--- src/inc/host_port_pkg.sv ---
package host_port_pkg;

	// Frame widths on the serial link.
	localparam int CMD_BITS = 5;
	localparam int RESULT_BITS = 16;
	localparam int REG_ADDR_BITS = 15;
	localparam int REG_DATA_BITS = 8;
	localparam int HDR_BITS = 16;
	localparam int CFG_REGS = 16;
	localparam logic [REG_DATA_BITS-1:0] CFG_RESET_VALUE = 8'h00;

	// Multi-function pin selections.
	typedef enum logic [1:0] {
		MFP_GPIO = 2'h0,
		MFP_ALERT = 2'h1,
		MFP_BUSY = 2'h2,
		MFP_SDO2 = 2'h3
	} mfp_mode_t;

	// Serial port states, one-hot.
	typedef enum logic [3:0] {
		ST_IDLE = 4'h1,
		ST_HDR = 4'h2,
		ST_DATA = 4'h4,
		ST_CONV = 4'h8
	} port_state_t;

	// Synchronised host pins travelling together.
	typedef struct packed {
		logic sck;
		logic sdi;
		logic cs_b;
		logic convert_start;
		logic gpio_in;
	} host_pins_t;

	// Block-side conversion handshake.
	typedef struct packed {
		logic alert;
		logic busy;
		logic [RESULT_BITS-1:0] result;
	} conv_status_t;

endpackage : host_port_pkg

--- src/adc_serial_host_port.sv ---
`timescale 1ns/1ns
module adc_serial_host_port (
	// Clock and reset.
	input wire logic mclk,
	input wire logic rst_b,
	// Host pins.
	input wire logic sck,
	input wire logic sdi,
	input wire logic cs_b,
	input wire logic convert_start,
	input wire logic reset_pin_b,
	output logic sdo,
	// Multi-function pin as three signals.
	input wire logic mfp_in,
	output logic mfp_out,
	output logic mfp_oe,
	// Block side.
	input wire logic conv_mode,
	input wire host_port_pkg::mfp_mode_t mfp_mode,
	input wire logic gpio_out_value,
	input wire logic gpio_dir_out,
	input wire host_port_pkg::conv_status_t conv_status,
	output logic conv_start_pulse,
	output logic [host_port_pkg::CMD_BITS-1:0] cmd_word,
	output logic cmd_valid,
	output logic gpio_in_value
);
	import host_port_pkg::*;

	// Two-stage synchronisers; logic reads the second stage and a one-cycle delayed copy of it.
	host_pins_t meta_ff, sync_ff, prev_ff;
	logic rst_meta_ff, rst_sync_ff;
	always_ff @(posedge mclk or negedge rst_b) begin
		if (!rst_b) begin
			meta_ff <= '{sck: 1'h0, sdi: 1'h0, cs_b: 1'h1, convert_start: 1'h0, gpio_in: 1'h0};
			sync_ff <= '{sck: 1'h0, sdi: 1'h0, cs_b: 1'h1, convert_start: 1'h0, gpio_in: 1'h0};
			prev_ff <= '{sck: 1'h0, sdi: 1'h0, cs_b: 1'h1, convert_start: 1'h0, gpio_in: 1'h0};
			// Idle level of the reset pin, so no stray port reset follows the system reset.
			rst_meta_ff <= 1'h1;
			rst_sync_ff <= 1'h1;
		end else begin
			meta_ff <= '{sck: sck, sdi: sdi, cs_b: cs_b, convert_start: convert_start,
				gpio_in: mfp_in};
			sync_ff <= meta_ff;
			prev_ff <= sync_ff;
			rst_meta_ff <= reset_pin_b;
			rst_sync_ff <= rst_meta_ff;
		end
	end

	// Edge and level events seen on the system clock.
	logic sck_rise, sck_fall, cs_fall, cs_active, cnv_rise, pin_reset;
	always_comb begin
		sck_rise = sync_ff.sck & ~prev_ff.sck;
		sck_fall = ~sync_ff.sck & prev_ff.sck;
		cs_active = ~sync_ff.cs_b;
		cs_fall = ~sync_ff.cs_b & prev_ff.cs_b;
		cnv_rise = sync_ff.convert_start & ~prev_ff.convert_start;
		pin_reset = ~rst_sync_ff;
	end

	// Port state and shift registers.
	port_state_t state_ff, nxt_state;
	logic [HDR_BITS-1:0] shin_ff, nxt_shin;
	logic [RESULT_BITS-1:0] shout_ff, nxt_shout;
	logic [4:0] bits_ff, nxt_bits;
	logic rd_ff, nxt_rd;
	logic [REG_ADDR_BITS-1:0] addr_ff, nxt_addr;
	logic sdo_ff, nxt_sdo, sdo2_ff, nxt_sdo2;
	logic [CMD_BITS-1:0] cmd_ff, nxt_cmd;
	logic cmd_valid_ff, nxt_cmd_valid, start_ff, nxt_start;
	logic [REG_DATA_BITS-1:0] cfg_ff [CFG_REGS];
	logic [REG_DATA_BITS-1:0] nxt_cfg [CFG_REGS];
	logic [3:0] idx;

	// Frame engine: the host clock drives all shifting in both modes.
	always_comb begin
		nxt_state = state_ff;
		nxt_shin = shin_ff;
		nxt_shout = shout_ff;
		nxt_bits = bits_ff;
		nxt_rd = rd_ff;
		nxt_addr = addr_ff;
		nxt_sdo = sdo_ff;
		nxt_sdo2 = sdo2_ff;
		nxt_cmd = cmd_ff;
		nxt_cmd_valid = 1'h0;
		nxt_start = 1'h0;
		nxt_cfg = cfg_ff;
		idx = addr_ff[3:0];
		if (pin_reset) begin
			nxt_state = ST_IDLE;
			nxt_bits = 5'h00;
			nxt_sdo = 1'h0;
			nxt_sdo2 = 1'h0;
			for (int i = 0; i < CFG_REGS; i++) begin
				nxt_cfg[i] = CFG_RESET_VALUE;
			end
		end else begin
			// Conversion start is only honoured in conversion mode.
			if (conv_mode && cnv_rise) begin
				nxt_start = 1'h1;
			end
			case (state_ff)
				ST_IDLE: begin
					if (cs_fall || (conv_mode && cs_active)) begin
						nxt_bits = 5'h00;
						nxt_shin = '0;
						if (conv_mode) begin
							nxt_state = ST_CONV;
							nxt_shout = conv_status.result;
							nxt_sdo = conv_status.result[RESULT_BITS-1];
							nxt_sdo2 = conv_status.result[RESULT_BITS/2-1];
						end else begin
							nxt_state = ST_HDR;
						end
					end
				end
				ST_HDR: begin
					if (!cs_active) begin
						nxt_state = ST_IDLE;
					end else if (sck_rise) begin
						nxt_shin = {shin_ff[HDR_BITS-2:0], sync_ff.sdi};
						nxt_bits = bits_ff + 5'h01;
						if (bits_ff == 5'(HDR_BITS - 1)) begin
							nxt_rd = shin_ff[HDR_BITS-2];
							nxt_addr = {shin_ff[REG_ADDR_BITS-2:0], sync_ff.sdi};
							nxt_bits = 5'h00;
							nxt_state = ST_DATA;
							idx = nxt_addr[3:0];
							nxt_shout = {cfg_ff[idx], 8'h00};
						end
					end
				end
				ST_DATA: begin
					if (!cs_active) begin
						nxt_state = ST_IDLE;
						nxt_sdo = 1'h0;
					end else if (sck_fall && rd_ff) begin
						nxt_sdo = shout_ff[RESULT_BITS-1];
						nxt_shout = {shout_ff[RESULT_BITS-2:0], 1'h0};
					end else if (sck_rise) begin
						nxt_shin = {shin_ff[HDR_BITS-2:0], sync_ff.sdi};
						nxt_bits = bits_ff + 5'h01;
						if (bits_ff == 5'(REG_DATA_BITS - 1)) begin
							// Writes land once the byte is whole; partial bytes are dropped.
							if (!rd_ff) begin
								nxt_cfg[idx] = {shin_ff[REG_DATA_BITS-2:0], sync_ff.sdi};
							end
							nxt_bits = 5'h00;
							nxt_addr = addr_ff + 15'h0001;
							nxt_shout = {cfg_ff[4'(addr_ff[3:0] + 4'h1)], 8'h00};
						end
					end
				end
				ST_CONV: begin
					if (!cs_active || !conv_mode) begin
						nxt_state = ST_IDLE;
					end else if (sck_fall) begin
						nxt_shout = {shout_ff[RESULT_BITS-2:0], 1'h0};
						nxt_sdo = shout_ff[RESULT_BITS-2];
						nxt_sdo2 = shout_ff[RESULT_BITS/2-2];
					end else if (sck_rise) begin
						nxt_shin = {shin_ff[HDR_BITS-2:0], sync_ff.sdi};
						// The count stops at its top so a long frame never wraps into a second command.
						if (bits_ff != 5'h1F) begin
							nxt_bits = bits_ff + 5'h01;
						end
						if (bits_ff == 5'(CMD_BITS - 1)) begin
							nxt_cmd = {shin_ff[CMD_BITS-2:0], sync_ff.sdi};
							nxt_cmd_valid = 1'h1;
						end
					end
				end
				default: nxt_state = ST_IDLE;
			endcase
		end
	end

	// Multi-function pin routing; the enable follows the selected role.
	logic nxt_mfp_out, nxt_mfp_oe;
	mfp_mode_t mode_q;
	always_comb begin
		mode_q = mfp_mode;
		case (mode_q)
			MFP_GPIO: begin
				nxt_mfp_out = gpio_out_value;
				nxt_mfp_oe = gpio_dir_out;
			end
			MFP_ALERT: begin
				nxt_mfp_out = conv_status.alert;
				nxt_mfp_oe = 1'h1;
			end
			MFP_BUSY: begin
				nxt_mfp_out = conv_status.busy;
				nxt_mfp_oe = 1'h1;
			end
			MFP_SDO2: begin
				nxt_mfp_out = nxt_sdo2;
				nxt_mfp_oe = 1'h1;
			end
			default: begin
				nxt_mfp_out = 1'h0;
				nxt_mfp_oe = 1'h0;
			end
		endcase
	end

	// State registers; the pin reset also acts through the next-state logic.
	always_ff @(posedge mclk or negedge rst_b) begin
		if (!rst_b) begin
			state_ff <= ST_IDLE;
			shin_ff <= '0;
			shout_ff <= '0;
			bits_ff <= 5'h00;
			rd_ff <= 1'h0;
			addr_ff <= '0;
			sdo_ff <= 1'h0;
			sdo2_ff <= 1'h0;
			cmd_ff <= '0;
			cmd_valid_ff <= 1'h0;
			start_ff <= 1'h0;
			mfp_out <= 1'h0;
			mfp_oe <= 1'h0;
			gpio_in_value <= 1'h0;
			for (int i = 0; i < CFG_REGS; i++) begin
				cfg_ff[i] <= CFG_RESET_VALUE;
			end
		end else begin
			state_ff <= nxt_state;
			shin_ff <= nxt_shin;
			shout_ff <= nxt_shout;
			bits_ff <= nxt_bits;
			rd_ff <= nxt_rd;
			addr_ff <= nxt_addr;
			sdo_ff <= nxt_sdo;
			sdo2_ff <= nxt_sdo2;
			cmd_ff <= nxt_cmd;
			cmd_valid_ff <= nxt_cmd_valid;
			start_ff <= nxt_start;
			mfp_out <= nxt_mfp_out;
			mfp_oe <= nxt_mfp_oe;
			gpio_in_value <= sync_ff.gpio_in;
			cfg_ff <= nxt_cfg;
		end
	end

	// Outputs are direct flop copies.
	assign sdo = sdo_ff;
	assign cmd_word = cmd_ff;
	assign cmd_valid = cmd_valid_ff;
	assign conv_start_pulse = start_ff;

endmodule : adc_serial_host_port

--- config.mk ---
export PLATFORM = sky130hd
export DESIGN_NAME = adc_serial_host_port
export DESIGN_NICKNAME = d
export VERILOG_FILES = /design/src/inc/host_port_pkg.sv /design/src/adc_serial_host_port.sv
export SDC_FILE = /design/constraint.sdc
export NUM_CORES = 1
export LEC_CHECK = 0
export BUFFER_PORTS_ARGS = -buffer_cell sky130_fd_sc_hd__buf_2
export CAP_MARGIN = 20
export CELL_PAD_IN_SITES_DETAIL_PLACEMENT = 0
export CELL_PAD_IN_SITES_GLOBAL_PLACEMENT = 1
export CORE_ASPECT_RATIO = 1.5
export CORE_MARGIN = 4
export CORE_UTILIZATION = 53
export DETAILED_ROUTE_END_ITERATION = 12
export GPL_TIMING_DRIVEN = 0
export PLACE_DENSITY_LB_ADDON = 0.12
export SYNTH_ARGS = -nofsm -noshare
export SYNTH_HDL_FRONTEND = slang
export SYNTH_SLANG_ARGS = --single-unit
--- constraint.sdc ---
create_clock -name mclk -period 6.28 [get_ports mclk]
set_clock_uncertainty 0.05 [all_clocks]
set_input_delay 0.628 -clock mclk [delete_from_list [all_inputs] [get_ports mclk]]
set_output_delay 0.628 -clock mclk [all_outputs]
set_load 0.01 [all_outputs]
* Word-level counts from Yosys, hierarchy flattened
Cells that the tools add are included.
** Word-level totals
- Word-level logic and storage cells :: 226
- RAM bits :: 0
- Register bits after elaboration :: 212
- Latch bits :: 0
- Output and inout port bits :: 11
- Bits of input ports :: 31
- Memories :: 0
- Memory bits (read-only) :: 0
** Operators by class
- $add $sub $neg :: 3
- Reduce and logical (&&, ||, !) cells :: 20
- Bitwise operators :: 13
- Shift operators :: 0
- Multipliers :: 0
- Div/mod/pow operators :: 0
- Order comparisons :: 4
- Muxes and demuxes :: 91
- Eq/ne operators :: 50
** Operator list (number)
- two-way mux 128 bit :: 7
- two-way mux 16 bit :: 18
- bitwise mux 128 bit :: 1
- one-hot mux 16 bit (4 select lines) :: 2
- two-way mux 15 bit :: 7
- two-way mux 5 bit :: 13
- binary-select mux 8 bit (select 4 bit) :: 2
- inequality test 3 bit, second input constant :: 16
- two-way mux 8 bit :: 5
- demux 8 bit (select 4 bit) :: 1
- two-way mux 4 bit :: 8
- inequality test 2 bit, second input constant :: 15
- one-hot mux 15 bit (2 select lines) :: 1
- two-way mux 1 bit :: 20
- one-hot mux 5 bit (4 select lines) :: 1
- AND reduction 6 bit :: 3
- one-hot mux 4 bit (4 select lines) :: 1
- adder 15 x 1 -> 15 bit, second input constant :: 1
- >= comparator 5 bit, second input constant :: 3
- inverter 4 -> 5 bit :: 3
- inequality test 4 bit, second input constant :: 3
- AND reduction 12 bit :: 1
- AND reduction 11 bit :: 1
- == test 5 x 3 -> 1 bit, second input constant :: 2
- 29 further kinds :: 46

* Logic depth before layout (Yosys ltp)
Gate-level depths: netlist of run 1.
- Depth after elaboration :: 13
- Depth in mapped cells :: 11
- Depth with buffers taken out :: 8

* Least setup slack after synthesis of run 1
Ideal clock, no wire load.
- Path kind :: register to register
- From :: reg addr_ff[0]
- To :: reg shout_ff[11]
- Required time :: 6.105 ns
- Path slack :: 3.505 ns
- Clock period less this slack :: 2.775 ns
- Setup time :: 0.125 ns
- Buffers on the path :: 4
- Cell stages (with the launch flop) :: 12
- Arrival time :: 2.599 ns
- Path through :: dfrtp_1 -> buf_2 -> buf_2 -> inv_1 -> ha_1 -> clkbuf_1 -> clkbuf_1 -> mux4_2 -> mux2i_1 -> o22ai_1 -> nor3_1 -> o31ai_1
** Between the ends
- Word-level cells in the longest chain between the ends :: 10
** RTL lines
- start, declared :: line adc_serial_host_port.sv:68 : logic [REG_ADDR_BITS-1:0] addr_ff, nxt_addr;
- start signal, assigned :: line adc_serial_host_port.sv:235 : addr_ff <= nxt_addr;
- adder 4 x 1 -> 4 bit :: line adc_serial_host_port.sv:152 : nxt_shout = {cfg_ff[4'(addr_ff[3:0] + 4'h1)], 8'h00};
- inverter 4 -> 5 bit (not written as such) :: line adc_serial_host_port.sv:152
- binary-select mux 8 bit (select 4 bit) :: line adc_serial_host_port.sv:152
- two-way mux 8 bit (not written as such) (2 in series) :: line adc_serial_host_port.sv:152
- two-way mux 16 bit :: line adc_serial_host_port.sv:145 : if (bits_ff == 5'(REG_DATA_BITS - 1)) begin
- two-way mux 16 bit :: line adc_serial_host_port.sv:142 : end else if (sck_rise) begin
- two-way mux 16 bit :: line adc_serial_host_port.sv:139 : end else if (sck_fall && rd_ff) begin
- two-way mux 16 bit :: line adc_serial_host_port.sv:136 : if (!cs_active) begin
- one-hot mux 16 bit (4 select lines) :: line adc_serial_host_port.sv:104 : case (state_ff)
- end signal, assigned :: line adc_serial_host_port.sv:232 : shout_ff <= nxt_shout;
- end, declared :: line adc_serial_host_port.sv:65 : logic [RESULT_BITS-1:0] shout_ff, nxt_shout;
Every way passes these cells. The select of a mux whose other input is x is not followed.
A chain may end at the register's enable or synchronous reset.

* Worst setup path after layout of run 1
- From :: reg addr_ff[0]
- To :: reg shout_ff[14]
Same word-level chain as after synthesis.

==> flow_summary.ini, run 1 <==
[status]
outcome = finished, final reports clean

[final_layout]
antenna_cells = 0
most-common-layout-cells = nand2_1, dfrtp_1, a21oi_1
nNetsFinal = 1208
layout_commonest_cell = nand2_1
area_growth_pct = 10.35
utilization_pct = 59.98
fillers = 1730
drive_gt1_share_pct = 18.04
final_area_um2 = 11960

[global_routing]
grt_max_degree = 106
grt_pass1_vias = 9054
grt_overflow = 0
grt_use_total_pct = 31.85
grt_pass1_wl_mm = 54.59
antenna_found_initial = 0

[worst_setup_path]
end_kind = flip-flop
r2r_slack_ns = 2.37
worstPathArrival_ns = 4.19
start_kind = flip-flop
crit_fanout = 10
critPathMaxStageDelay_ns = 0.69
rr_endpoint = shout_ff[14]$_DFFE_PN0P_
path_class = reg2reg
ff2ff_path_depth = 11
slowest_stage = clkbuf_1
r2r-start = addr_ff[0]$_DFFE_PN0P_
path_cells = buf_2 -> buf_2 -> inv_1 -> ha_1 -> clkbuf_1 -> clkbuf_1 -> mux4_2 -> mux2i_1 -> o22ai_1 -> nor3_1 -> o31ai_1
cp.required_ns = 6.56

[pwr]
p_seq_share_pct = 51.8
clkPwrFrac_pct = 39.6
power_density_nw_per_um2 = 223.9
swShare_pct = 26.35
p_leak_nw = 4.672
intPower_mw = 1.972
comb_power_share_pct = 8.6
ir_worst_vdd_mv = 0.1799
p_switching_mw = 0.7057

[clock_tree]
clk_pin_slew_ns = 0.07
numCtsBuffers = 17
clockRootBuffer = clkbuf_16
cts-hold-fix-buffers = 0
cts_setup_buffers = 0
cts_buffer_depth = 2
insertion_delay_ns = 0.45
cts_tree = done
post_cts_resized = 0
clock-sinks = 200
cts-htree-levels = 4

[place]
dp_hpwl_mm = 25.51
io_buffers = 41
gp_congestion = 0.9764
place_area_um2 = 11410

[floorplan]
core-area_um2 = 19940
start_util_pct = 54.35
num_rows = 63
die_area_um2 = 22850
fp.dieW_um = 124.8
io_pins = 42
die_y_um = 183.2

[synthesis]
synthFlopType = dfrtp_1
synth_area_leader_cell = dfrtp_1
synth-seq-cells = 200
yosysWarnings = 0
synth-adder-area-share_pct = 1.039
synth.top_cell.area_share_pct = 44.79
synth_top_family_by_area = simple AND/OR/NAND/NOR gates
synth-simple-area-share_pct = 19.83
syn_inst = 1107
synth_seq_area_share_pct = 46.24
synth_compound_area_share_pct = 13.30
postSynthAreaPerCell_um2 = 9.791
synth_cell_type_count = 60
synthMuxAreaShare_pct = 15.91
synth_area_um2 = 10840
synth_edf_count = 0
synthTopCellsByArea = dfrtp_1, nand2_1, mux4_2
synthArstFlopShare_pct = 100.0
syn-num-nets = 1147
synth_xor_area_share_pct = 0.4040

[run]
drv_cap = 0

[detailed_routing]
wl_mm = 35.49
dr.pass1.iters = 5
drtIter0Drc = 1000
final_antenna_net_count = 0
routedWlPerCell_um = 24.63
avgViaCountPerCell = 6.299
vias = 9077
drc_errors = 0

[sta]
slew_viol_final = 0
fin_crit_ns = 3.914
relSlewSlack_pct = 36.86
holdWs_ns = 0.1114
min_period_over_period_pct = 62.32
worst_slew_pin_slew_ns = 0.9471
grt_setup_unrepaired = no
fmax_mhz = 255.5
setup_viol = 0
final-hold-violation-count = 0
fin_tns_setup_ns = 0

[min_path]
hold_class = in2async
worst max path at each step:
stage	startpoint	endpoint
floorplan	addr_ff[0]$_DFFE_PN0P_	shout_ff[11]$_DFFE_PN0P_
global placement	rst_b	meta_ff[0]$_DFF_PN0_
detailed placement	addr_ff[0]$_DFFE_PN0P_	shout_ff[11]$_DFFE_PN0P_
CTS	addr_ff[0]$_DFFE_PN0P_	shout_ff[11]$_DFFE_PN0P_
global route	addr_ff[0]$_DFFE_PN0P_	shout_ff[11]$_DFFE_PN0P_
finish	addr_ff[0]$_DFFE_PN0P_	shout_ff[14]$_DFFE_PN0P_
metal layers:
metal  track usage, %  wire length, µm  vias to the layer above
met5                0                0                        -
li1                 -                -                     4019
met3            6.323             2648                      109
met2            53.08            17550                      455
met4            17.95             2120                        0
met1            38.95            13170                     4494
final cells by class:
cell class,instances,area [µm²],share of cell area (%)
Clock buffer,22,484.2,4.048
Tap cell,260,325.3,2.720
Timing Repair Buffer,42,242.7,2.029
Multi-Input combinational cell,821,5472,45.74
Inverter,14,52.55,0.4393
Clock inverter,10,70.07,0.5858
Sequential cell,200,5012,41.90
Buffer,72,302.8,2.531
critical path: cells and delay by family, from the launching register on:
family          cells  cell delay [ns]
compound gates      2             0.21
fa+ha+maj           1             0.31
buf+inv             5             1.85
flops               1             0.40
mux                 2             0.70
simple gates        1             0.26
sequential cells by signal, summed over array words and instances (netlist names), 3 cells and up:
| register | count |
|---|---|
| meta_ff | 5 |
| cmd_word | 5 |
| bits_ff | 5 |
| shout_ff | 16 |
| addr_ff | 4 |
| state_ff | 4 |
| shin_ff | 15 |
| cfg_ff | 128 |
| prev_ff | 3 |
| sync_ff | 5 |
kinds of logic (layout without fill, tap and decap cells):
| family | count (synthesis) | in the layout |
|---|---|---|
| AOI/OAI and AO/OA | 257 | 257 |
| xor gates and xnor gates | 5 | 5 |
| buffers and inverters | 86 | 160 |
| and+or+nand+nor | 445 | 445 |
| DFF | 200 | 200 |
| muxes | 105 | 105 |
| adders and majority gates | 9 | 9 |
cell usage after synthesis (all sizes together), types with 16 or more instances:
| library cell | instances |
|---|---|
| nand3 | 23 |
| nand2 | 333 |
| mux2 | 18 |
| clkbuf | 47 |
| a21oi | 153 |
| mux2i | 35 |
| o21ai | 48 |
| a22oi | 19 |
| dfrtp | 194 |
| mux4 | 52 |
| nor3 | 16 |
| nor2 | 35 |
| buf | 25 |
metrics by stage:
stage	total power [mW]	setup WS, ns	instances
floorplan	1.537	3.505	1107
global placement	1.635	1.025	1408
detailed placement	1.642	2.461	1409
CTS	2.684	2.450	1441
global route	2.775	2.285	1441
finish	2.678	2.366	1441
power groups by stage:
stage               sequential [mW]  clock [mW]  combinational (mW)
floorplan                      1.40           0               0.136
global placement               1.41           0               0.223
detailed placement             1.41           0               0.229
CTS                            1.39        1.07               0.230
global route                   1.39        1.12               0.257
finish                         1.39        1.06               0.230
No activity file was read; power rests on OpenSTA's default activity.
==> run 2, diff against run 1 <==
CORE_UTILIZATION = 44   (was 53)
clock period = 3.55 ns   (was 6.28 ns; I/O delays follow)
==> flow_summary.ini, run 2 (synthesized netlist as in run 1, its figures left out) <==
[clock_tree]
clk_pin_slew_ns = 0.07
cts_buffer_depth = 2
cts_setup_buffers = 0
numCtsBuffers = 17
clockRootBuffer = clkbuf_16
clock-sinks = 200
insertion_delay_ns = 0.45
cts_tree = done
cts-htree-levels = 4

[detailed_routing]
vias = 8969
drc_errors = 0
routedWlPerCell_um = 24.67
drtIter0Drc = 777
dr.pass1.iters = 5
wl_mm = 37.28
avgViaCountPerCell = 5.936
final_antenna_net_count = 0

[worst_setup_path]
path_buf_inv = 4
slowest_stage = ha_1
worstPathArrival_ns = 3.53
end_kind = flip-flop
cp.required_ns = 3.83
start_kind = flip-flop
path_cells = buf_2 -> buf_4 -> inv_1 -> ha_1 -> clkbuf_4 -> mux4_2 -> mux2i_1 -> o22ai_1 -> nor3_1 -> o31ai_1
cp_top_family = buffers and inverters
critPathMaxStageDelay_ns = 0.51
crit_fanout = 10
path_class = reg2reg

[floorplan]
core-area_um2 = 24350
io_pins = 42
start_util_pct = 44.52
fp.dieW_um = 136.2
die_y_um = 200.2
die_area_um2 = 27260
num_rows = 70

[final_layout]
fillers = 2358
drive_gt1_share_pct = 17.94
largestRegisters = cfg_ff x128, shout_ff x16, shin_ff x15
layout_commonest_cell = nand2_1
multi_input_area_um2 = 5472
largest_reg_flops = 128
antenna_cells = 0
most-common-layout-cells = nand2_1, dfrtp_1, a21oi_1
layout.area.seq_um2 = 5012
area_growth_pct = 11.79
nNetsFinal = 1214
top_register = cfg_ff
finalNonFillerCells = 1511

[global_routing]
grt_pass1_wl_mm = 56.72
antenna_found_initial = 0
grt_overflow = 0
grt_max_degree = 114
grt_use_total_pct = 28.18
grt_pass1_vias = 8882

[pwr]
ir_worst_vdd_mv = 0.3295
power_density_nw_per_um2 = 394.4
p_leak_nw = 4.711
finalPower_mw = 4.779

[sta]
min_period_over_period_pct = 91.49
fin_tns_setup_ns = 0
setup_viol = 0
setup_ws_ns = 0.3021
slew_viol_final = 0
worst_slew_pin_slew_ns = 1.021
holdWs_ns = 0.04900
final-hold-violation-count = 0
fmax_mhz = 307.9
grt_setup_unrepaired = no
fin_crit_ns = 3.248
relSlewSlack_pct = 31.62

[status]
outcome = finished, final reports clean

[place]
place_inst = 1473
io_buffers = 41
dp_slack_ns = -0.3088
gp_congestion = 0.9699
dp_hpwl_mm = 26.93

[min_path]
hold_class = in2reg

[run]
drv_cap = 0
-- run 2: where the power goes --
part / total [mW] / internal [mW] / switching, mW / leakage (nW)
clock: 1.91 / 0.990 / 0.918 / 0.261
sequential: 2.46 / 2.39 / 0.0689 / 2.72
combinational: 0.416 / 0.136 / 0.280 / 1.73
total: 4.78 / 3.51 / 1.27 / 4.71
-- run 2: what timing repair did --
action | 4_1_cts | 5_1_grt
hold endpoints to repair | 88 | 0
resized for setup | 4 | 4
setup endpoints to repair | 8 | 7
hold buffers | 7 | 0
-- run 2: stage by stage --
stage          utilization [%]  instance area [µm²]
2_1_floorplan                -                10840
3_3_place_gp             47.02                11450
3_5_place_dp             47.18                11490
4_1_cts                  49.76                12120
5_1_grt                  49.76                12120
6_report                 49.76                12120
-- run 2: routing by layer --
metal  GRT usage, %  part of all wire (%)  up-vias  wire length [µm]
li1               -                     -     4034                 -
met2          46.58                    50      314             18710
met3          3.668                   4.6       83              1706
met4          14.09                   5.4        0              1996
met1          36.13                    40     4538             14870
met5              0                     0        -                 0
-- run 2: cell type report --
class | count | area share, %
multi-input combinational | 821 | 45.16
tap | 324 | 3.346
buffer | 71 | 2.561
timing repair buffer | 49 | 2.582
inverter | 14 | 0.4337
sequential | 200 | 41.37
clock buffer | 22 | 3.748
clock inverter | 10 | 0.8055
-- run 2: path summary, 6_finish.rpt --
path	end	startpoint	slack, ns	depth (start not counted)
max in group asynchronous	cfg_ff[43]$_DFFE_PN0P_	rst_b	1.96	3
max reg2reg	shout_ff[14]$_DFFE_PN0P_	addr_ff[0]$_DFFE_PN0P_	0.30	10
min in group asynchronous	conv_start_pulse$_DFF_PN0_	rst_b	0.42	2
min reg2reg	sync_ff[0]$_DFF_PN0_	meta_ff[0]$_DFF_PN0_	0.30	0
min	mfp_oe$_DFF_PN0_	gpio_dir_out	0.05	2
max	shout_ff[14]$_DFFE_PN0P_	addr_ff[0]$_DFFE_PN0P_	0.30	10
==> run 3, diff against run 2 <==
PLACE_DENSITY_LB_ADDON = 0.2   (was 0.12)
REMOVE_ABC_BUFFERS = 1   (was unset)
==> flow_summary.ini, run 3 (synthesized netlist as in run 1, its figures left out) <==
[status]
outcome = finished, final reports clean

[min_path]
hold_depth = 2
hold_class = in2reg

[worst_setup_path]
r2r-start = addr_ff[0]$_DFFE_PN0P_
cp.depth = 9
cp_common_cell = buf_12
crit_fanout = 28
start_kind = flip-flop
ff2ff_path_depth = 9
path_class = reg2reg
cp.required_ns = 3.82
worstPathArrival_ns = 3.54
cp_top_family = flip-flops
r2r_slack_ns = 0.28
critPathMaxStageDelay_ns = 0.68
crit_end = shout_ff[10]$_DFFE_PN0P_
end_kind = flip-flop
slowest_stage = dfrtp_4
path_buf_inv = 3
critPathLaunch = addr_ff[0]$_DFFE_PN0P_
path_cells = buf_12 -> inv_1 -> ha_2 -> buf_12 -> mux4_2 -> mux2i_1 -> o22ai_1 -> nor3_1 -> o31ai_1
rr_endpoint = shout_ff[10]$_DFFE_PN0P_

[detailed_routing]
wl_mm = 32.17
drc_errors = 0
avgViaCountPerCell = 5.792
dr.pass1.iters = 5
vias = 8404
final_antenna_net_count = 0
drtIter0Drc = 571
routedWlPerCell_um = 22.17

[final_layout]
nNetsFinal = 1154
utilization_pct = 49.80
area_growth_pct = 11.87
layout_commonest_cell = nand2_1
antenna_cells = 0
top_register = cfg_ff
final_area_um2 = 12130
most-common-layout-cells = nand2_1, dfrtp_1, a21oi_1
largest_reg_flops = 128
drive_gt1_share_pct = 18.81
largestRegisters = cfg_ff x128, shout_ff x16, shin_ff x15

[pwr]
p_leak_nw = 4.683
finalPower_mw = 5.056
power_density_nw_per_um2 = 417.0
ir_worst_vdd_mv = 0.3078

[sta]
relSlewSlack_pct = 29.10
final-hold-violation-count = 0
slew_viol_final = 0
min_period_over_period_pct = 92.00
grt_setup_unrepaired = no
fin_crit_ns = 3.266
fmax_mhz = 306.2
worst_slew_pin_slew_ns = 1.064
setup_viol = 0

[clock_tree]
numCtsBuffers = 17
cts_buffer_depth = 2
clock-sinks = 200
clk_pin_slew_ns = 0.07
cts_tree = done
clockRootBuffer = clkbuf_16
cts_setup_buffers = 0
cts-htree-levels = 4
insertion_delay_ns = 0.45

[run]
drv_cap = 0

[place]
place_area_um2 = 11380
gp_congestion = 0.8330
dp_hpwl_mm = 21.48
io_buffers = 41

[floorplan]
num_rows = 70
die_y_um = 200.2
io_pins = 42
fp.dieW_um = 136.2
die_area_um2 = 27260
start_util_pct = 44.52
core-area_um2 = 24350

[global_routing]
grt_pass1_vias = 8328
grt_pass1_wl_mm = 49.78
met1_usage_pct = 30.12
use_met2_pct = 40.75
globalRoute.busiestLayer = met2
grt_overflow = 0
antenna_found_initial = 0
grt_use_total_pct = 24.10
grt_use_met3_pct = 3.668
grt_max_degree = 108
run 3: power breakdown:
part | switching (mW) | internal [mW]
Combinational | 0.227 | 0.137
Clock | 0.945 | 1.27
Sequential | 0.0942 | 2.39
run 3: area by class of cell:
class | count | area, µm²
clock buffer | 17 | 425.4
clock inverter | 15 | 236.5
fill | 2319 | 12220
inverter | 14 | 57.56
multi-input combinational | 821 | 5492
sequential | 200 | 5021
tap | 324 | 405.4
timing repair buffer | 60 | 488.0
run 3: how the worst min path moves through the flow:
stage,end,slack [ns],from
floorplan,addr_ff[0]$_DFFE_PN0P_,0.009,rst_b
global placement,sync_ff[3]$_DFF_PN0_,0.28,meta_ff[3]$_DFF_PN0_
detailed placement,sync_ff[3]$_DFF_PN0_,0.29,meta_ff[3]$_DFF_PN0_
CTS,mfp_oe$_DFF_PN0_,0.04,gpio_dir_out
global route,mfp_oe$_DFF_PN0_,0.04,gpio_dir_out
finish,mfp_oe$_DFF_PN0_,0.05,gpio_dir_out
run 3: stage by stage:
stage | setup TNS (ns) | std cells | setup slack [ns] | hold WS, ns
global route | 0 | 1451 | 0.1022 | 0.03765
global placement | -424.37 | 1400 | -2.203 | 0.2839
CTS | 0 | 1450 | 0.06774 | 0.03612
finish | 0 | 1451 | 0.2840 | 0.04892
detailed placement | 0 | 1411 | 0.07103 | 0.2887
floorplan | -1.900 | 1035 | -0.2533 | 0.009409
run 3: timing repair:
action | CTS | global route
hold endpoints to repair | 99 | 0
resized for setup | 0 | 1
endpoints found under the setup margin | 0 | 1
hold buffers | 7 | 0
run 3: layer usage:
metal / share of wire, % / routed length, µm
met1: 40 / 12710
met2: 52 / 16640
met5: 0 / 0
met4: 4.2 / 1359
met3: 4.5 / 1462
